File: src/verilog/smd_pkg.sv
// Constants, types and helpers shared by the serial port mask and channel register bank.
// How it works
// Enable, disable and mask registers share one six-bit source layout, rest unused.
// Writing one to the enable register sets that mask bit; zero does nothing.
// Writing one to the disable register clears that mask bit; zero does nothing.
// Reading the mask register shows one for each enabled source.
// Software loads the receive pointer with the receive buffer address first.
// Software loads 16-bit buffer sizes into the low half of both counters.
// A receive counter of zero stops all receive channel transfers.
// A nonzero receive counter moves received words to memory while receive-full is set.
// Software loads the transmit pointer with the transmit buffer address first.
// A transmit counter of zero stops all transmit channel transfers.
// A nonzero transmit counter fetches words into transmit data while transmit-empty is set.
// Overrun sets on a second receive load without a read; status read clears it.
// Receive-end and transmit-end flags follow the channels' end-of-transfer signals.
// Transmit-empty is zero at reset or when disabled; the enable command sets it.
// Interrupt output is high while any flag and its mask bit are both one.
// Each transfer steps the pointer one word and decrements the counter; zero means end.
package smd_pkg;

   localparam int          ADDR_W     = 8;
   localparam int          NSRC       = 6;
   localparam int          CNT_W      = 16;

   // Byte addresses of the registers
   localparam logic [7:0]  OFF_CTRL   = 8'h00;
   localparam logic [7:0]  OFF_STATUS = 8'h04;
   localparam logic [7:0]  OFF_RXDATA = 8'h08;
   localparam logic [7:0]  OFF_TXDATA = 8'h0C;
   localparam logic [7:0]  OFF_IER    = 8'h10;
   localparam logic [7:0]  OFF_IDR    = 8'h14;
   localparam logic [7:0]  OFF_IMR    = 8'h18;
   localparam logic [7:0]  OFF_FCLR   = 8'h1C;
   localparam logic [7:0]  OFF_RX_BUFFER_ADDRESS  = 8'h20;
   localparam logic [7:0]  OFF_RXCNT  = 8'h24;
   localparam logic [7:0]  OFF_TX_BUFFER_ADDRESS  = 8'h28;
   localparam logic [7:0]  OFF_TXCNT  = 8'h2C;

   // Source bit positions in status, enable, disable and mask, then the enable bit B_ENS in status only
   localparam int          B_RXF      = 0;
   localparam int          B_TXE      = 1;
   localparam int          B_MODE_FAULT_FLAG     = 2;
   localparam int          B_OVR      = 3;
   localparam int          B_RXEND    = 4;
   localparam int          B_TXEND    = 5;
   localparam int          B_ENS      = 16;

   // Control command bits
   localparam int          B_CMD_EN   = 0;
   localparam int          B_CMD_DIS  = 1;

   // Reset values and channel step
   localparam logic [31:0] RST_WORD   = 32'h0000_0000;
   localparam logic [5:0]  RST_SRC    = 6'h00;
   localparam logic [15:0] RST_CNT    = 16'h0000;
   localparam logic [31:0] PTR_STEP   = 32'h0000_0004;

   typedef enum logic [0:0] {
      CH_IDLE = 1'b0,
      CH_BUSY = 1'b1
   } smd_ch_state_t;

   // Source field of a written word
   function automatic logic [NSRC-1:0] smd_src(input logic [31:0] w);
      return w[NSRC-1:0];
   endfunction

endpackage

File: src/verilog/smd_chan_if.sv
// Link between the register bank and one transfer channel.
interface smd_chan_if;
   logic        wr_ptr;
   logic        wr_cnt;
   logic [31:0] wdata;
   logic        trig;
   logic [31:0] ptr;
   logic [15:0] cnt;
   logic        done;
   logic        chan_end;

   modport chan (input wr_ptr, wr_cnt, wdata, trig, output ptr, cnt, done, chan_end);
   modport ctl  (output wr_ptr, wr_cnt, wdata, trig, input ptr, cnt, done, chan_end);
endinterface

File: src/verilog/smd_chan.sv
// One memory transfer channel: buffer pointer, buffer counter and request sequencing.
module smd_chan (
   // Clock and reset
   input  wire logic        pclk,
   input  wire logic        presetn,
   // Register bank side
   smd_chan_if.chan         cif,
   // Memory side
   output logic             mem_req,
   output logic [31:0]      mem_addr,
   input  wire logic        mem_ack
);

   smd_pkg::smd_ch_state_t state_r;
   logic [31:0]            ptr_r;
   logic [15:0]            cnt_r;

   assign mem_req      = (state_r == smd_pkg::CH_BUSY);
   assign mem_addr     = ptr_r;
   assign cif.done     = mem_req & mem_ack;
   assign cif.ptr      = ptr_r;
   assign cif.cnt      = cnt_r;
   assign cif.chan_end = (cnt_r == smd_pkg::RST_CNT);

   always_ff @(posedge pclk or negedge presetn) begin
      if (!presetn) begin
         state_r <= smd_pkg::CH_IDLE;
      end else begin
         case (state_r)
            smd_pkg::CH_IDLE: begin
               if (cif.trig && (cnt_r != smd_pkg::RST_CNT)) begin
                  state_r <= smd_pkg::CH_BUSY;
               end
            end
            smd_pkg::CH_BUSY: begin
               if (mem_ack) begin
                  state_r <= smd_pkg::CH_IDLE;
               end
            end
            default: state_r <= smd_pkg::CH_IDLE;
         endcase
      end
   end

   // Software write wins over a completing transfer in the same cycle
   always_ff @(posedge pclk or negedge presetn) begin
      if (!presetn) begin
         ptr_r <= smd_pkg::RST_WORD;
      end else if (cif.wr_ptr) begin
         ptr_r <= cif.wdata;
      end else if (cif.done) begin
         ptr_r <= ptr_r + smd_pkg::PTR_STEP;
      end
   end

   // Guard keeps a counter cleared mid-transfer from wrapping
   always_ff @(posedge pclk or negedge presetn) begin
      if (!presetn) begin
         cnt_r <= smd_pkg::RST_CNT;
      end else if (cif.wr_cnt) begin
         cnt_r <= cif.wdata[15:0];
      end else if (cif.done && (cnt_r != smd_pkg::RST_CNT)) begin
         cnt_r <= cnt_r - 16'h0001;
      end
   end

endmodule

File: src/verilog/smd_irq.sv
// Interrupt mask with set-only and clear-only writes, and the interrupt output.
module smd_irq (
   // Clock and reset
   input  wire logic        pclk,
   input  wire logic        presetn,
   // Mask writes
   input  wire logic        set_we,
   input  wire logic        clr_we,
   input  wire logic [5:0]  wsrc,
   // Sources and result
   input  wire logic [5:0]  flags,
   output logic [5:0]       mask,
   output logic             irq
);

   logic [5:0] mask_r;

   always_ff @(posedge pclk or negedge presetn) begin
      if (!presetn) begin
         mask_r <= smd_pkg::RST_SRC;
      end else if (set_we) begin
         mask_r <= mask_r | wsrc;
      end else if (clr_we) begin
         mask_r <= mask_r & ~wsrc;
      end
   end

   assign mask = mask_r;
   assign irq  = |(flags & mask_r);

endmodule

File: src/verilog/smd_regs.sv
// Register bank top: APB slave, status flags, data registers and two transfer channels.
//
// The implementer's own choices: the register offsets and the APB interface to the registers.
module smd_regs (
   // Clock and reset
   input  wire logic        pclk,
   input  wire logic        presetn,
   // APB slave
   input  wire logic        psel,
   input  wire logic        penable,
   input  wire logic        pwrite,
   input  wire logic [7:0]  paddr,
   input  wire logic [31:0] pwdata,
   output logic [31:0]      prdata,
   output logic             pready,
   output logic             pslverr,
   // Serializer side
   input  wire logic        ser_rx_load,
   input  wire logic [31:0] ser_rx_word,
   input  wire logic        ser_tx_take,
   input  wire logic        ser_mode_fault,
   output logic [31:0]      tx_word,
   output logic             tx_word_valid,
   output logic             spi_enabled,
   // Receive channel memory port
   output logic             rxm_req,
   output logic [31:0]      rxm_addr,
   output logic [31:0]      rxm_wdata,
   input  wire logic        rxm_ack,
   // Transmit channel memory port
   output logic             txm_req,
   output logic [31:0]      txm_addr,
   input  wire logic [31:0] txm_rdata,
   input  wire logic        txm_ack,
   // Interrupt
   output logic             irq
);

   smd_chan_if rx_if ();
   smd_chan_if tx_if ();

   logic        en_r;
   logic        rxf_r;
   logic        txe_r;
   logic        mode_fault_flag_r;
   logic        ovr_r;
   logic [31:0] rx_data_r;
   logic [31:0] tx_data_r;
   logic [31:0] prdata_r;
   logic [5:0]  flags;
   logic [5:0]  mask;
   logic [31:0] rd_nxt;
   logic        rd_hit;

   // Access and setup phase strobes; side effects happen only in the access phase
   logic        acc;
   logic        wr;
   logic        rd;
   logic        setup_rd;

   assign acc      = psel & penable;
   assign wr       = acc & pwrite;
   assign rd       = acc & ~pwrite;
   assign setup_rd = psel & ~penable & ~pwrite;

   logic        wr_ctrl;
   logic        wr_txd;
   logic        wr_ier;
   logic        wr_idr;
   logic        wr_fclr;
   logic        rd_stat;
   logic        rd_rxd;

   assign wr_ctrl = wr & (paddr == smd_pkg::OFF_CTRL);
   assign wr_txd  = wr & (paddr == smd_pkg::OFF_TXDATA);
   assign wr_ier  = wr & (paddr == smd_pkg::OFF_IER);
   assign wr_idr  = wr & (paddr == smd_pkg::OFF_IDR);
   assign wr_fclr = wr & (paddr == smd_pkg::OFF_FCLR);
   assign rd_stat = rd & (paddr == smd_pkg::OFF_STATUS);
   assign rd_rxd  = rd & (paddr == smd_pkg::OFF_RXDATA);

   // Channel register writes
   assign rx_if.wr_ptr = wr & (paddr == smd_pkg::OFF_RX_BUFFER_ADDRESS);
   assign rx_if.wr_cnt = wr & (paddr == smd_pkg::OFF_RXCNT);
   assign rx_if.wdata  = pwdata;
   assign tx_if.wr_ptr = wr & (paddr == smd_pkg::OFF_TX_BUFFER_ADDRESS);
   assign tx_if.wr_cnt = wr & (paddr == smd_pkg::OFF_TXCNT);
   assign tx_if.wdata  = pwdata;

   // Channel triggers follow the data register flags
   assign rx_if.trig = rxf_r;
   assign tx_if.trig = txe_r & en_r;

   smd_chan u_rx_chan (
      .pclk     (pclk),
      .presetn  (presetn),
      .cif      (rx_if),
      .mem_req  (rxm_req),
      .mem_addr (rxm_addr),
      .mem_ack  (rxm_ack)
   );

   smd_chan u_tx_chan (
      .pclk     (pclk),
      .presetn  (presetn),
      .cif      (tx_if),
      .mem_req  (txm_req),
      .mem_addr (txm_addr),
      .mem_ack  (txm_ack)
   );

   // Enable state from the control command; disable wins if both bits are written
   always_ff @(posedge pclk or negedge presetn) begin
      if (!presetn) begin
         en_r <= 1'b0;
      end else if (wr_ctrl && pwdata[smd_pkg::B_CMD_DIS]) begin
         en_r <= 1'b0;
      end else if (wr_ctrl && pwdata[smd_pkg::B_CMD_EN]) begin
         en_r <= 1'b1;
      end
   end

   // Receive data register, loaded by the serializer
   always_ff @(posedge pclk or negedge presetn) begin
      if (!presetn) begin
         rx_data_r <= smd_pkg::RST_WORD;
      end else if (ser_rx_load) begin
         rx_data_r <= ser_rx_word;
      end
   end

   // Receive-full: a new load wins over a read in the same cycle
   always_ff @(posedge pclk or negedge presetn) begin
      if (!presetn) begin
         rxf_r <= 1'b0;
      end else if (ser_rx_load) begin
         rxf_r <= 1'b1;
      end else if (rd_rxd || rx_if.done) begin
         rxf_r <= 1'b0;
      end
   end

   // Overrun: second load before the first was taken; set wins over clear
   always_ff @(posedge pclk or negedge presetn) begin
      if (!presetn) begin
         ovr_r <= 1'b0;
      end else if (ser_rx_load && rxf_r && !(rd_rxd || rx_if.done)) begin
         ovr_r <= 1'b1;
      end else if (rd_stat || (wr_fclr && pwdata[smd_pkg::B_OVR])) begin
         ovr_r <= 1'b0;
      end
   end

   // Mode fault is sticky until status read or explicit clear
   always_ff @(posedge pclk or negedge presetn) begin
      if (!presetn) begin
         mode_fault_flag_r <= 1'b0;
      end else if (ser_mode_fault) begin
         mode_fault_flag_r <= 1'b1;
      end else if (rd_stat || (wr_fclr && pwdata[smd_pkg::B_MODE_FAULT_FLAG])) begin
         mode_fault_flag_r <= 1'b0;
      end
   end

   // Transmit data register, written by software or by the transmit channel
   always_ff @(posedge pclk or negedge presetn) begin
      if (!presetn) begin
         tx_data_r <= smd_pkg::RST_WORD;
      end else if (tx_if.done) begin
         tx_data_r <= txm_rdata;
      end else if (wr_txd) begin
         tx_data_r <= pwdata;
      end
   end

   // Transmit-empty: zero while disabled, set by enable and by the serializer taking data
   always_ff @(posedge pclk or negedge presetn) begin
      if (!presetn) begin
         txe_r <= 1'b0;
      end else if (wr_ctrl && pwdata[smd_pkg::B_CMD_DIS]) begin
         txe_r <= 1'b0;
      end else if (wr_ctrl && pwdata[smd_pkg::B_CMD_EN]) begin
         txe_r <= 1'b1;
      end else if (!en_r) begin
         txe_r <= 1'b0;
      end else if (ser_tx_take && !txe_r) begin
         txe_r <= 1'b1;
      end else if (wr_txd || tx_if.done) begin
         txe_r <= 1'b0;
      end
   end

   assign tx_word       = tx_data_r;
   assign tx_word_valid = en_r & ~txe_r;
   assign spi_enabled   = en_r;
   assign rxm_wdata     = rx_data_r;

   // Status flags in the shared source layout
   always_comb begin
      flags                   = smd_pkg::RST_SRC;
      flags[smd_pkg::B_RXF]   = rxf_r;
      flags[smd_pkg::B_TXE]   = txe_r;
      flags[smd_pkg::B_MODE_FAULT_FLAG]  = mode_fault_flag_r;
      flags[smd_pkg::B_OVR]   = ovr_r;
      flags[smd_pkg::B_RXEND] = rx_if.chan_end;
      flags[smd_pkg::B_TXEND] = tx_if.chan_end;
   end

   smd_irq u_irq (
      .pclk    (pclk),
      .presetn (presetn),
      .set_we  (wr_ier),
      .clr_we  (wr_idr),
      .wsrc    (smd_pkg::smd_src(pwdata)),
      .flags   (flags),
      .mask    (mask),
      .irq     (irq)
   );

   // Read decode; write-only registers read as zero without error
   always_comb begin
      rd_nxt = smd_pkg::RST_WORD;
      rd_hit = 1'b1;
      case (paddr)
         smd_pkg::OFF_CTRL,
         smd_pkg::OFF_TXDATA,
         smd_pkg::OFF_IER,
         smd_pkg::OFF_IDR,
         smd_pkg::OFF_FCLR: begin
            rd_nxt = smd_pkg::RST_WORD;
         end
         smd_pkg::OFF_STATUS: begin
            rd_nxt[5:0]            = flags;
            rd_nxt[smd_pkg::B_ENS] = en_r;
         end
         smd_pkg::OFF_RXDATA: begin
            rd_nxt = rx_data_r;
         end
         smd_pkg::OFF_IMR: begin
            rd_nxt[5:0] = mask;
         end
         smd_pkg::OFF_RX_BUFFER_ADDRESS: begin
            rd_nxt = rx_if.ptr;
         end
         smd_pkg::OFF_RXCNT: begin
            rd_nxt[15:0] = rx_if.cnt;
         end
         smd_pkg::OFF_TX_BUFFER_ADDRESS: begin
            rd_nxt = tx_if.ptr;
         end
         smd_pkg::OFF_TXCNT: begin
            rd_nxt[15:0] = tx_if.cnt;
         end
         default: begin
            rd_hit = 1'b0;
         end
      endcase
   end

   // Read data captured in the setup cycle so it comes from a flop at zero wait
   always_ff @(posedge pclk or negedge presetn) begin
      if (!presetn) begin
         prdata_r <= smd_pkg::RST_WORD;
      end else if (setup_rd) begin
         prdata_r <= rd_nxt;
      end
   end

   assign prdata  = prdata_r;
   assign pready  = 1'b1;
   assign pslverr = acc & ~rd_hit;

endmodule

File: config.mk
export PLATFORM = sky130hd
export DESIGN_NAME = smd_regs
export DESIGN_NICKNAME = d
export VERILOG_FILES = /design/src/verilog/smd_pkg.sv /design/src/verilog/smd_chan_if.sv /design/src/verilog/smd_chan.sv /design/src/verilog/smd_irq.sv /design/src/verilog/smd_regs.sv
export SDC_FILE = /design/constraint.sdc
export NUM_CORES = 1
export LEC_CHECK = 0
export BUFFER_PORTS_ARGS = -buffer_cell sky130_fd_sc_hd__buf_4
export CAP_MARGIN = 20
export CORE_ASPECT_RATIO = 0.6
export CORE_MARGIN = 2
export CORE_UTILIZATION = 25
export CTS_BUF_LIST = sky130_fd_sc_hd__clkbuf_2 sky130_fd_sc_hd__clkbuf_4 sky130_fd_sc_hd__clkbuf_8
export CTS_CLUSTER_SIZE = 8
export DETAILED_ROUTE_END_ITERATION = 8
export HOLD_SLACK_MARGIN = 0.15
export PLACE_DENSITY = 0.39
export SLEW_MARGIN = 20
export SYNTH_ARGS = -nofsm -noshare
export SYNTH_HDL_FRONTEND = slang
export SYNTH_HIERARCHICAL = 1
export SYNTH_SLANG_ARGS = --single-unit
File: constraint.sdc
create_clock -name pclk -period 5.01 [get_ports pclk]
set_clock_uncertainty 0.15 [all_clocks]
set_input_delay 1.002 -clock pclk [delete_from_list [all_inputs] [get_ports pclk]]
set_output_delay 1.002 -clock pclk [all_outputs]
set_load 0.1 [all_outputs]
==> flow_summary.rst, run 1 <==
.. list-table::
   :header-rows: 1

   * - Metric
     - Value
   * - Count of state elements after synthesis
     - 205
   * - Final number of max-transition violations
     - 0
   * - Unrepaired setup endpoints after global routing
     - no
   * - DP Worst Slack
     - 1.24 ns
   * - Final hold vios
     - 0
   * - Proportion of register bits with asynchronous set or reset after synthesis
     - 100%
   * - Post-CTS clock slew at the launch and capture registers of the worst setup and hold paths
     - about 0.060 ns
   * - Signal arrival time at the worst endpoint
     - 2.80 ns
   * - Kind of start point of the critical path
     - register
   * - Number of levels in the clock H-tree
     - 2
   * - Routability Congestion
     - between 0.8 and 0.9
   * - DRC violations left
     - 0
   * - Worst rel slew slack
     - 33.3%
   * - Synthesized instance count
     - between 1000 and 1500
   * - Setup violators final
     - 0
   * - Num ports
     - around 280
   * - Filler instances
     - 4901
   * - Highest Clock Rate
     - around 250 MHz
   * - Number of design-rule violations left by the first detailed-router iteration
     - 1058
   * - Kind of end point of the critical path
     - output port
   * - Largest fanout on the critical path
     - 11
   * - CTS tree
     - built
   * - Via-per-instance ratio
     - 5.23
   * - Final layout net count
     - 1572
   * - YS warnings
     - 6
   * - Transition time at the pin with the least slew margin
     - 0.999 ns
   * - First-pass GRT wire length
     - 74200 µm
   * - Die ar.
     - 49400 µm²
   * - Result of the run
     - complete, no violations
   * - Post-CTS setup buffer count
     - 0
   * - Overall via count from detail_route
     - 11000
   * - Number of flops mapped to enable cells by yosys
     - 0
   * - Required time of the critical path
     - 3.86 ns
   * - Largest net degree at the start of global routing
     - 92
   * - Sum of negative setup slack
     - 0 ns
   * - Number of search-and-repair iterations in the first detailed-routing pass
     - 5
   * - Sequential share of the synthesized area
     - 43.1%
   * - Leakage component of the power
     - 6.41 nW
   * - Die Ht
     - 173 µm
   * - Via count of the first global-routing pass
     - 10200
   * - Hold-fix buffers at CTS
     - 0
   * - Worst hold-check path type
     - reg -> reg
   * - PnR worst setup slack
     - 1.06 ns
   * - Critical Setup Path Class
     - reg -> out
   * - Shortest clock period the worst path allows after layout
     - about 4 ns
   * - Initial antenna violation count
     - 2
   * - Area overhead of the layout relative to synthesis
     - 24.7%
   * - Number of different library cells in the post-synthesis netlist
     - 64
   * - Row count
     - 61
   * - Proportion of layout cells with a drive suffix above 1
     - 29.0%
   * - Post-synth net total
     - 1371
   * - Total Routed Length
     - 51200 µm
   * - Count of max-cap constraint violations
     - 0
   * - Average wire length per cell after detail routing
     - 24.3 µm
   * - Total power per unit cell area
     - ~500 nW/µm²
   * - Area inside the core boundary
     - 46600 µm²
   * - Total half-perimeter wirelength after legalization and detailed placement
     - ~38000 µm
   * - Width of the die
     - 286 µm
   * - Share of the clock period used by the worst path
     - 78.9%
   * - Worst IR drop on VDD
     - 0.336 mV
   * - Number of port buffers
     - 279
   * - Clock buffers created by TritonCTS
     - 37
   * - Largest buffer count on any clock path
     - 3
   * - Root Buffer Master
     - sky130_fd_sc_hd__clkbuf_8
   * - Congestion Overflow GR
     - 0
   * - Average instance area after synthesis
     - 9.49 µm²
   * - Post-CTS Resized
     - 0
   * - Tot GR Track Use
     - around a fifth
   * - Worst skew pair latency
     - around 0.56 ns
   * - Cell area after technology mapping
     - between 10000 and 15000 µm²
   * - Effective utilization at floorplan
     - between 20% and 30%
   * - Sinks on the clock net
     - 205
   * - Ys flop type
     - sky130_fd_sc_hd__dfrtp_1
   * - Post-detailed-route count of antenna-violating nets
     - 0
Yosys cell counts, types with 12 or more instances:
| cell | count | area share, % |
|---|---|---|
| sky130_fd_sc_hd__or3_1 | 26 | 1.4 |
| sky130_fd_sc_hd__mux2_2 | 37 | 3.5 |
| sky130_fd_sc_hd__nand2_1 | 144 | 4.5 |
| sky130_fd_sc_hd__a22o_1 | 25 | 1.8 |
| sky130_fd_sc_hd__nand3_1 | 45 | 1.9 |
| sky130_fd_sc_hd__nand4_1 | 26 | 1.4 |
| sky130_fd_sc_hd__o21ai_0 | 59 | 2.5 |
| sky130_fd_sc_hd__clkbuf_1 | 47 | 1.5 |
| sky130_fd_sc_hd__o2bb2ai_1 | 18 | 1.3 |
| sky130_fd_sc_hd__inv_1 | 15 | 0.47 |
| sky130_fd_sc_hd__or4_1 | 36 | 2.3 |
| sky130_fd_sc_hd__buf_4 | 66 | 4.2 |
| sky130_fd_sc_hd__a31oi_1 | 54 | 2.8 |
| sky130_fd_sc_hd__dfrtp_1 | 205 | 43 |
| sky130_fd_sc_hd__a22oi_1 | 21 | 1.3 |
| sky130_fd_sc_hd__nor3_1 | 12 | 0.50 |
| sky130_fd_sc_hd__o31ai_1 | 28 | 1.8 |
| sky130_fd_sc_hd__nor2_1 | 86 | 2.7 |
| sky130_fd_sc_hd__mux2i_1 | 58 | 4.9 |
| sky130_fd_sc_hd__xor2_1 | 20 | 1.5 |
| sky130_fd_sc_hd__o21ai_1 | 42 | 1.8 |
| sky130_fd_sc_hd__and3_1 | 13 | 0.68 |
| sky130_fd_sc_hd__and4_1 | 16 | 1.2 |
path summary, 6_finish.rpt:
check | cells after the start | startpoint | slack (ns) | endpoint
worst max register to register | 5 | u_rx_chan/mem_req | 2.12 | u_rx_chan/cif.cnt[13]
min in group asynchronous | 1 | presetn | 0.36 | prdata[2]
worst max-delay path | 8 | u_rx_chan/cif.cnt[0] | 1.06 | irq
worst min register to register | 2 | prdata[16] | 0.33 | prdata[16]
max in group asynchronous | 2 | presetn | 3.31 | tx_word[19]
worst min-delay path | 2 | prdata[16] | 0.33 | prdata[16]
stage by stage:
step / hold WS [ns] / cell area (µm²) / instances / power, mW / util [%]
after floorplan: 0.334 / 11900 / 1253 / 4.88 / -
final: 0.327 / 14800 / 2104 / 7.43 / 31.8
after detailed placement: 0.323 / 14100 / 2044 / 5.84 / 30.3
after global routing: 0.364 / 14800 / 2102 / 7.80 / 31.8
after global placement: 0.320 / 14100 / 2044 / 5.83 / 30.3
after CTS: 0.336 / 14800 / 2101 / 7.50 / 31.8
cell usage in the layout (no fill, tap or decap), drive strengths merged, types with 5 or more instances in the layout:
cell       n
a211oi     6
a21oi      5
a22o      25
a22oi     21
a31oi     54
and2       9
and3      13
and4      16
buf      294
clkbuf    57
clkinv     5
dfrtp    205
inv       15
mux2      37
mux2i     58
mux4       7
nand2    144
nand3     45
nand3b    11
nand4     26
nor2      86
nor3      14
nor4       7
o211ai    11
o21ai    101
o221ai     5
o2bb2ai   18
o31ai     28
o41ai      6
or2        6
or3       26
or4       41
or4b       9
xor2      20
metal layers:
metal,routed length [µm],up-vias,track usage [%]
li1,-,5055,-
met1,26300,5433,33.0
met2,19900,447,26.3
met3,4250,62,4.49
met4,736,0,3.29
met5,0,-,0
final cells by class:
cell class / instances / area [µm²] / share of cell area (%)
well taps: 630 / 788 / 5.31
clock buffers: 56 / 683 / 4.60
clock inverters: 1 / 5.00 / 0.0337
multi-input cells: 896 / 5900 / 39.8
diodes: 2 / 5.00 / 0.0337
flip-flops and latches: 205 / 5130 / 34.6
inverters: 19 / 71.3 / 0.481
repair buffers: 295 / 2250 / 15.2
sequential cells by signal, indices dropped and copies added, names as in the netlist, 16 cells and up, named ones only:
signal             flops
u_tx_chan/cif.ptr     32
u_tx_chan/cif.cnt     16
rxm_wdata             32
u_rx_chan/cif.cnt     16
tx_word               32
u_rx_chan/cif.ptr     32
prdata                32
critical path, cell delays in order (launching register included):
cell                       delay (ns)
sky130_fd_sc_hd__dfrtp_1         0.38
sky130_fd_sc_hd__inv_1           0.09
sky130_fd_sc_hd__ha_1            0.25
sky130_fd_sc_hd__nor4b_2         0.18
sky130_fd_sc_hd__nand4_1         0.29
sky130_fd_sc_hd__clkinv_1        0.37
sky130_fd_sc_hd__a22oi_1         0.27
sky130_fd_sc_hd__nand3_1         0.14
sky130_fd_sc_hd__buf_4           0.26
logic make-up after synthesis:
logic type / count (synthesis) / synth area share, %
simple gates: 468 / 20.9
fa+ha+maj: 4 / 0.421
other cells: 1 / 0.0315
flops: 205 / 43.1
buf+inv: 152 / 7.33
mux: 102 / 9.71
xor+xnor: 24 / 1.77
compound gates: 297 / 16.7
report_power, final:
group	total [mW]	switching (mW)	internal, mW	leakage (nW)
Sequential	2.55	0.551	2.00	2.64
Combinational	3.28	2.47	0.811	3.39
Clock	1.61	0.751	0.857	0.370
No activity file was read; power rests on OpenSTA's default activity.
==> inputs of run 2 (changes only) <==
==> constraint.sdc (replaced) <==
create_clock -name pclk -period 4.11 [get_ports pclk]
set_clock_uncertainty 0.15 [all_clocks]
set_input_delay 0.822 -clock pclk [delete_from_list [all_inputs] [get_ports pclk]]
set_output_delay 0.822 -clock pclk [all_outputs]
set_load 0.1 [all_outputs]
==> flow_summary.rst, run 2 (synthesis gave the netlist of run 1 again) <==
.. list-table::
   :header-rows: 1

   * - Metric
     - Value
   * - Result of the run
     - complete, no violations (unchanged)
   * - Overall via count from detail_route
     - 11100 (was 11000)
   * - Filler instances
     - 4874 (was 4901)
   * - Post-CTS setup buffer count
     - 0 (unchanged)
   * - Post-detailed-route count of antenna-violating nets
     - 0 (unchanged)
   * - Total power per unit cell area
     - 625 nW/µm² (was 501 nW/µm²)
   * - Largest buffer count on any clock path
     - 3 (unchanged)
   * - Sinks on the clock net
     - 205 (unchanged)
   * - Congestion Overflow GR
     - 0 (unchanged)
   * - Register area
     - 5130 µm² (unchanged)
   * - Routability Congestion
     - 0.861 (was 0.841)
   * - Worst skew pair latency
     - 0.58 ns (was 0.56 ns)
   * - Number of search-and-repair iterations in the first detailed-routing pass
     - 5 (unchanged)
   * - Number of levels in the clock H-tree
     - 2 (unchanged)
   * - Row count
     - 61 (unchanged)
   * - Die Ht
     - 173 µm (unchanged)
   * - Num ports
     - 281 (unchanged)
   * - Area of the multi-input gates
     - 5900 µm² (unchanged)
   * - Share of the clock period used by the worst path
     - 92.6%
   * - Most common cell after layout, fill and taps aside
     - sky130_fd_sc_hd__buf_4 (unchanged)
   * - Inserted Diodes
     - 0 (was 2)
   * - Final core utilization
     - 32.4% (was 31.8%)
   * - DRC violations left
     - 0 (unchanged)
   * - Worst rel slew slack
     - 34.0% (was 33.3%)
   * - Area overhead of the layout relative to synthesis
     - 27.2% (was 24.7%)
   * - Die ar.
     - 49400 µm² (unchanged)
   * - Largest net degree at the start of global routing
     - 76 (was 92)
   * - Total half-perimeter wirelength after legalization and detailed placement
     - 38300 µm (was 37600 µm)
   * - Required time of the critical path
     - 3.14 ns (was 3.86 ns)
   * - Final hold vios
     - 0 (unchanged)
   * - Unrepaired setup endpoints after global routing
     - no (unchanged)
   * - Clock buffers created by TritonCTS
     - 39 (was 37)
   * - Post-CTS Resized
     - 0 (unchanged)
   * - Root Buffer Master
     - sky130_fd_sc_hd__clkbuf_8 (unchanged)
   * - Largest fanout on the critical path
     - 11 (unchanged)
   * - Average wire length per cell after detail routing
     - 24.1 µm (was 24.3 µm)
   * - Post-route cell area
     - 15100 µm² (was 14800 µm²)
   * - Count of placed standard cells in the final layout, fillers left out
     - 2129 (was 2104)
   * - Post-CTS clock slew at the launch and capture registers of the worst setup and hold paths
     - 0.06 ns (about the same)
   * - CTS tree
     - built (unchanged)
   * - Via-per-instance ratio
     - 5.20 (was 5.23)
   * - Slowest stage delay, CP
     - 0.41 ns (was 0.38 ns)
   * - Sum of negative setup slack
     - 0 ns (unchanged)
   * - Leakage component of the power
     - 6.56 nW (was 6.41 nW)
   * - Width of the die
     - 286 µm (unchanged)
   * - Kind of end point of the critical path
     - output port (unchanged)
   * - Post-placement cell count
     - 2056 (was 2044)
   * - Total Routed Length
     - 51300 µm (was 51200 µm)
   * - Setup violators final
     - 0 (unchanged)
   * - Shortest clock period the worst path allows after layout
     - 3.81 ns
   * - Final number of max-transition violations
     - 0 (unchanged)
   * - Area inside the core boundary
     - 46600 µm² (unchanged)
   * - Total buffers and inverters traversed by the critical path
     - 3 (unchanged)
   * - Via count of the first global-routing pass
     - 10600 (was 10200)
   * - Count of max-cap constraint violations
     - 0 (unchanged)
   * - Initial antenna violation count
     - 1 (was 2)
   * - Number of design-rule violations left by the first detailed-router iteration
     - 979 (was 1058)
   * - Tot GR Track Use
     - 20.4% (was 20.2%)
   * - Final layout net count
     - 1587 (was 1572)
   * - Highest Clock Rate
     - 263 MHz
   * - Crit-path leading delay family
     - simple AND/OR/NAND/NOR gates (was buffers and inverters)
   * - Crit path cell chain
     - inv_1 > ha_1 > nor4b_2 > nand4_1 > clkinv_1 > a22oi_1 > nand3_1 > buf_4 (unchanged)
   * - Critical Setup Path Class
     - reg -> out (unchanged)
   * - First-pass GRT wire length
     - 75400 µm (was 74200 µm)
   * - Placed Instance Area
     - 14200 µm² (was 14100 µm²)
   * - FF-to-FF setup slack
     - 1.27 ns (was 2.12 ns)
   * - Number of port buffers
     - 279 (unchanged)
   * - Transition time at the pin with the least slew margin
     - 0.990 ns (was 0.999 ns)
   * - Worst hold-check path type
     - in -> reg (was reg -> reg)
   * - Signal arrival time at the worst endpoint
     - 2.83 ns (was 2.80 ns)
   * - Effective utilization at floorplan
     - 25.5% (unchanged)
   * - Highest-count cells in the layout ignoring fill and taps
     - sky130_fd_sc_hd__buf_4 (303), sky130_fd_sc_hd__dfrtp_1 (205), sky130_fd_sc_hd__nand2_1 (144) (was sky130_fd_sc_hd__buf_4 (291), sky130_fd_sc_hd__dfrtp_1 (205), sky130_fd_sc_hd__nand2_1 (144))
   * - Kind of start point of the critical path
     - register (unchanged)
   * - Worst IR drop on VDD
     - 0.629 mV (was 0.336 mV)
   * - Max stage delay cell, worst path
     - sky130_fd_sc_hd__dfrtp_1 (unchanged)
   * - Proportion of layout cells with a drive suffix above 1
     - 30.2% (was 29.0%)
run 2: worst register-to-register path, cell delays in order (launching register included):
cell                      delay (ns)
sky130_fd_sc_hd__dfrtp_1        0.76
sky130_fd_sc_hd__ha_1           0.41
sky130_fd_sc_hd__and3_1         0.44
sky130_fd_sc_hd__nand4_1        0.32
sky130_fd_sc_hd__or4_1          0.49
sky130_fd_sc_hd__a31oi_1        0.17
run 2: per-layer routing:
layer / wire length, µm / part of all wire, % / track usage [%] / vias up
met1: 26600 / 52 / 32.9 / 5503
met5: 0 / 0 / 0 / -
met3: 3970 / 7.7 / 4.91 / 56
met2: 20000 / 39 / 27.1 / 422
li1: - / - / - / 5092
met4: 654 / 1.3 / 3.23 / 0
run 2: final cells by class:
cell class              count  area share, %
multi-input cells         896           39.0
flip-flops and latches    205           33.9
repair buffers            308           15.6
clock buffers              63           5.36
well taps                 630           5.21
clock inverters             8          0.488
inverters                  19          0.471
run 2: power by group:
part | internal [mW] | switching, mW | leakage (nW)
Combinational | 1.00 | 3.06 | 3.46
Clock | 1.32 | 1.01 | 0.464
Sequential | 2.43 | 0.645 | 2.64
run 2: stage by stage:
| step | hold WS, ns | total power, mW | setup WS [ns] |
|---|---|---|---|
| final | 0.292 | 9.46 | 0.304 |
| after detailed placement | 0.329 | 7.15 | 0.886 |
| after global placement | 0.319 | 7.15 | 0.944 |
| after CTS | 0.261 | 9.54 | 0.344 |
| after global routing | 0.280 | 9.92 | 0.161 |
| after floorplan | 0.334 | 5.95 | 0.534 |
run 2: worst paths after layout:
path	from	cells after the start	end
min in group asynchronous	presetn	2	rxm_wdata[5]
hold / removal	txm_rdata[9]	3	tx_word[9]
setup / recovery	u_rx_chan/cif.cnt[0]	8	irq
max in group asynchronous	presetn	4	tx_word[16]
hold reg to reg	prdata[15]	2	prdata[15]
setup reg to reg	u_tx_chan/cif.ptr[2]	5	u_tx_chan/cif.ptr[26]
run 2: timing repair:
| action | CTS | global route |
|---|---|---|
| hold buffers | 1 | 0 |
| endpoints found under the setup margin | 0 | 0 |
| hold endpoints to repair | 14 | 0 |
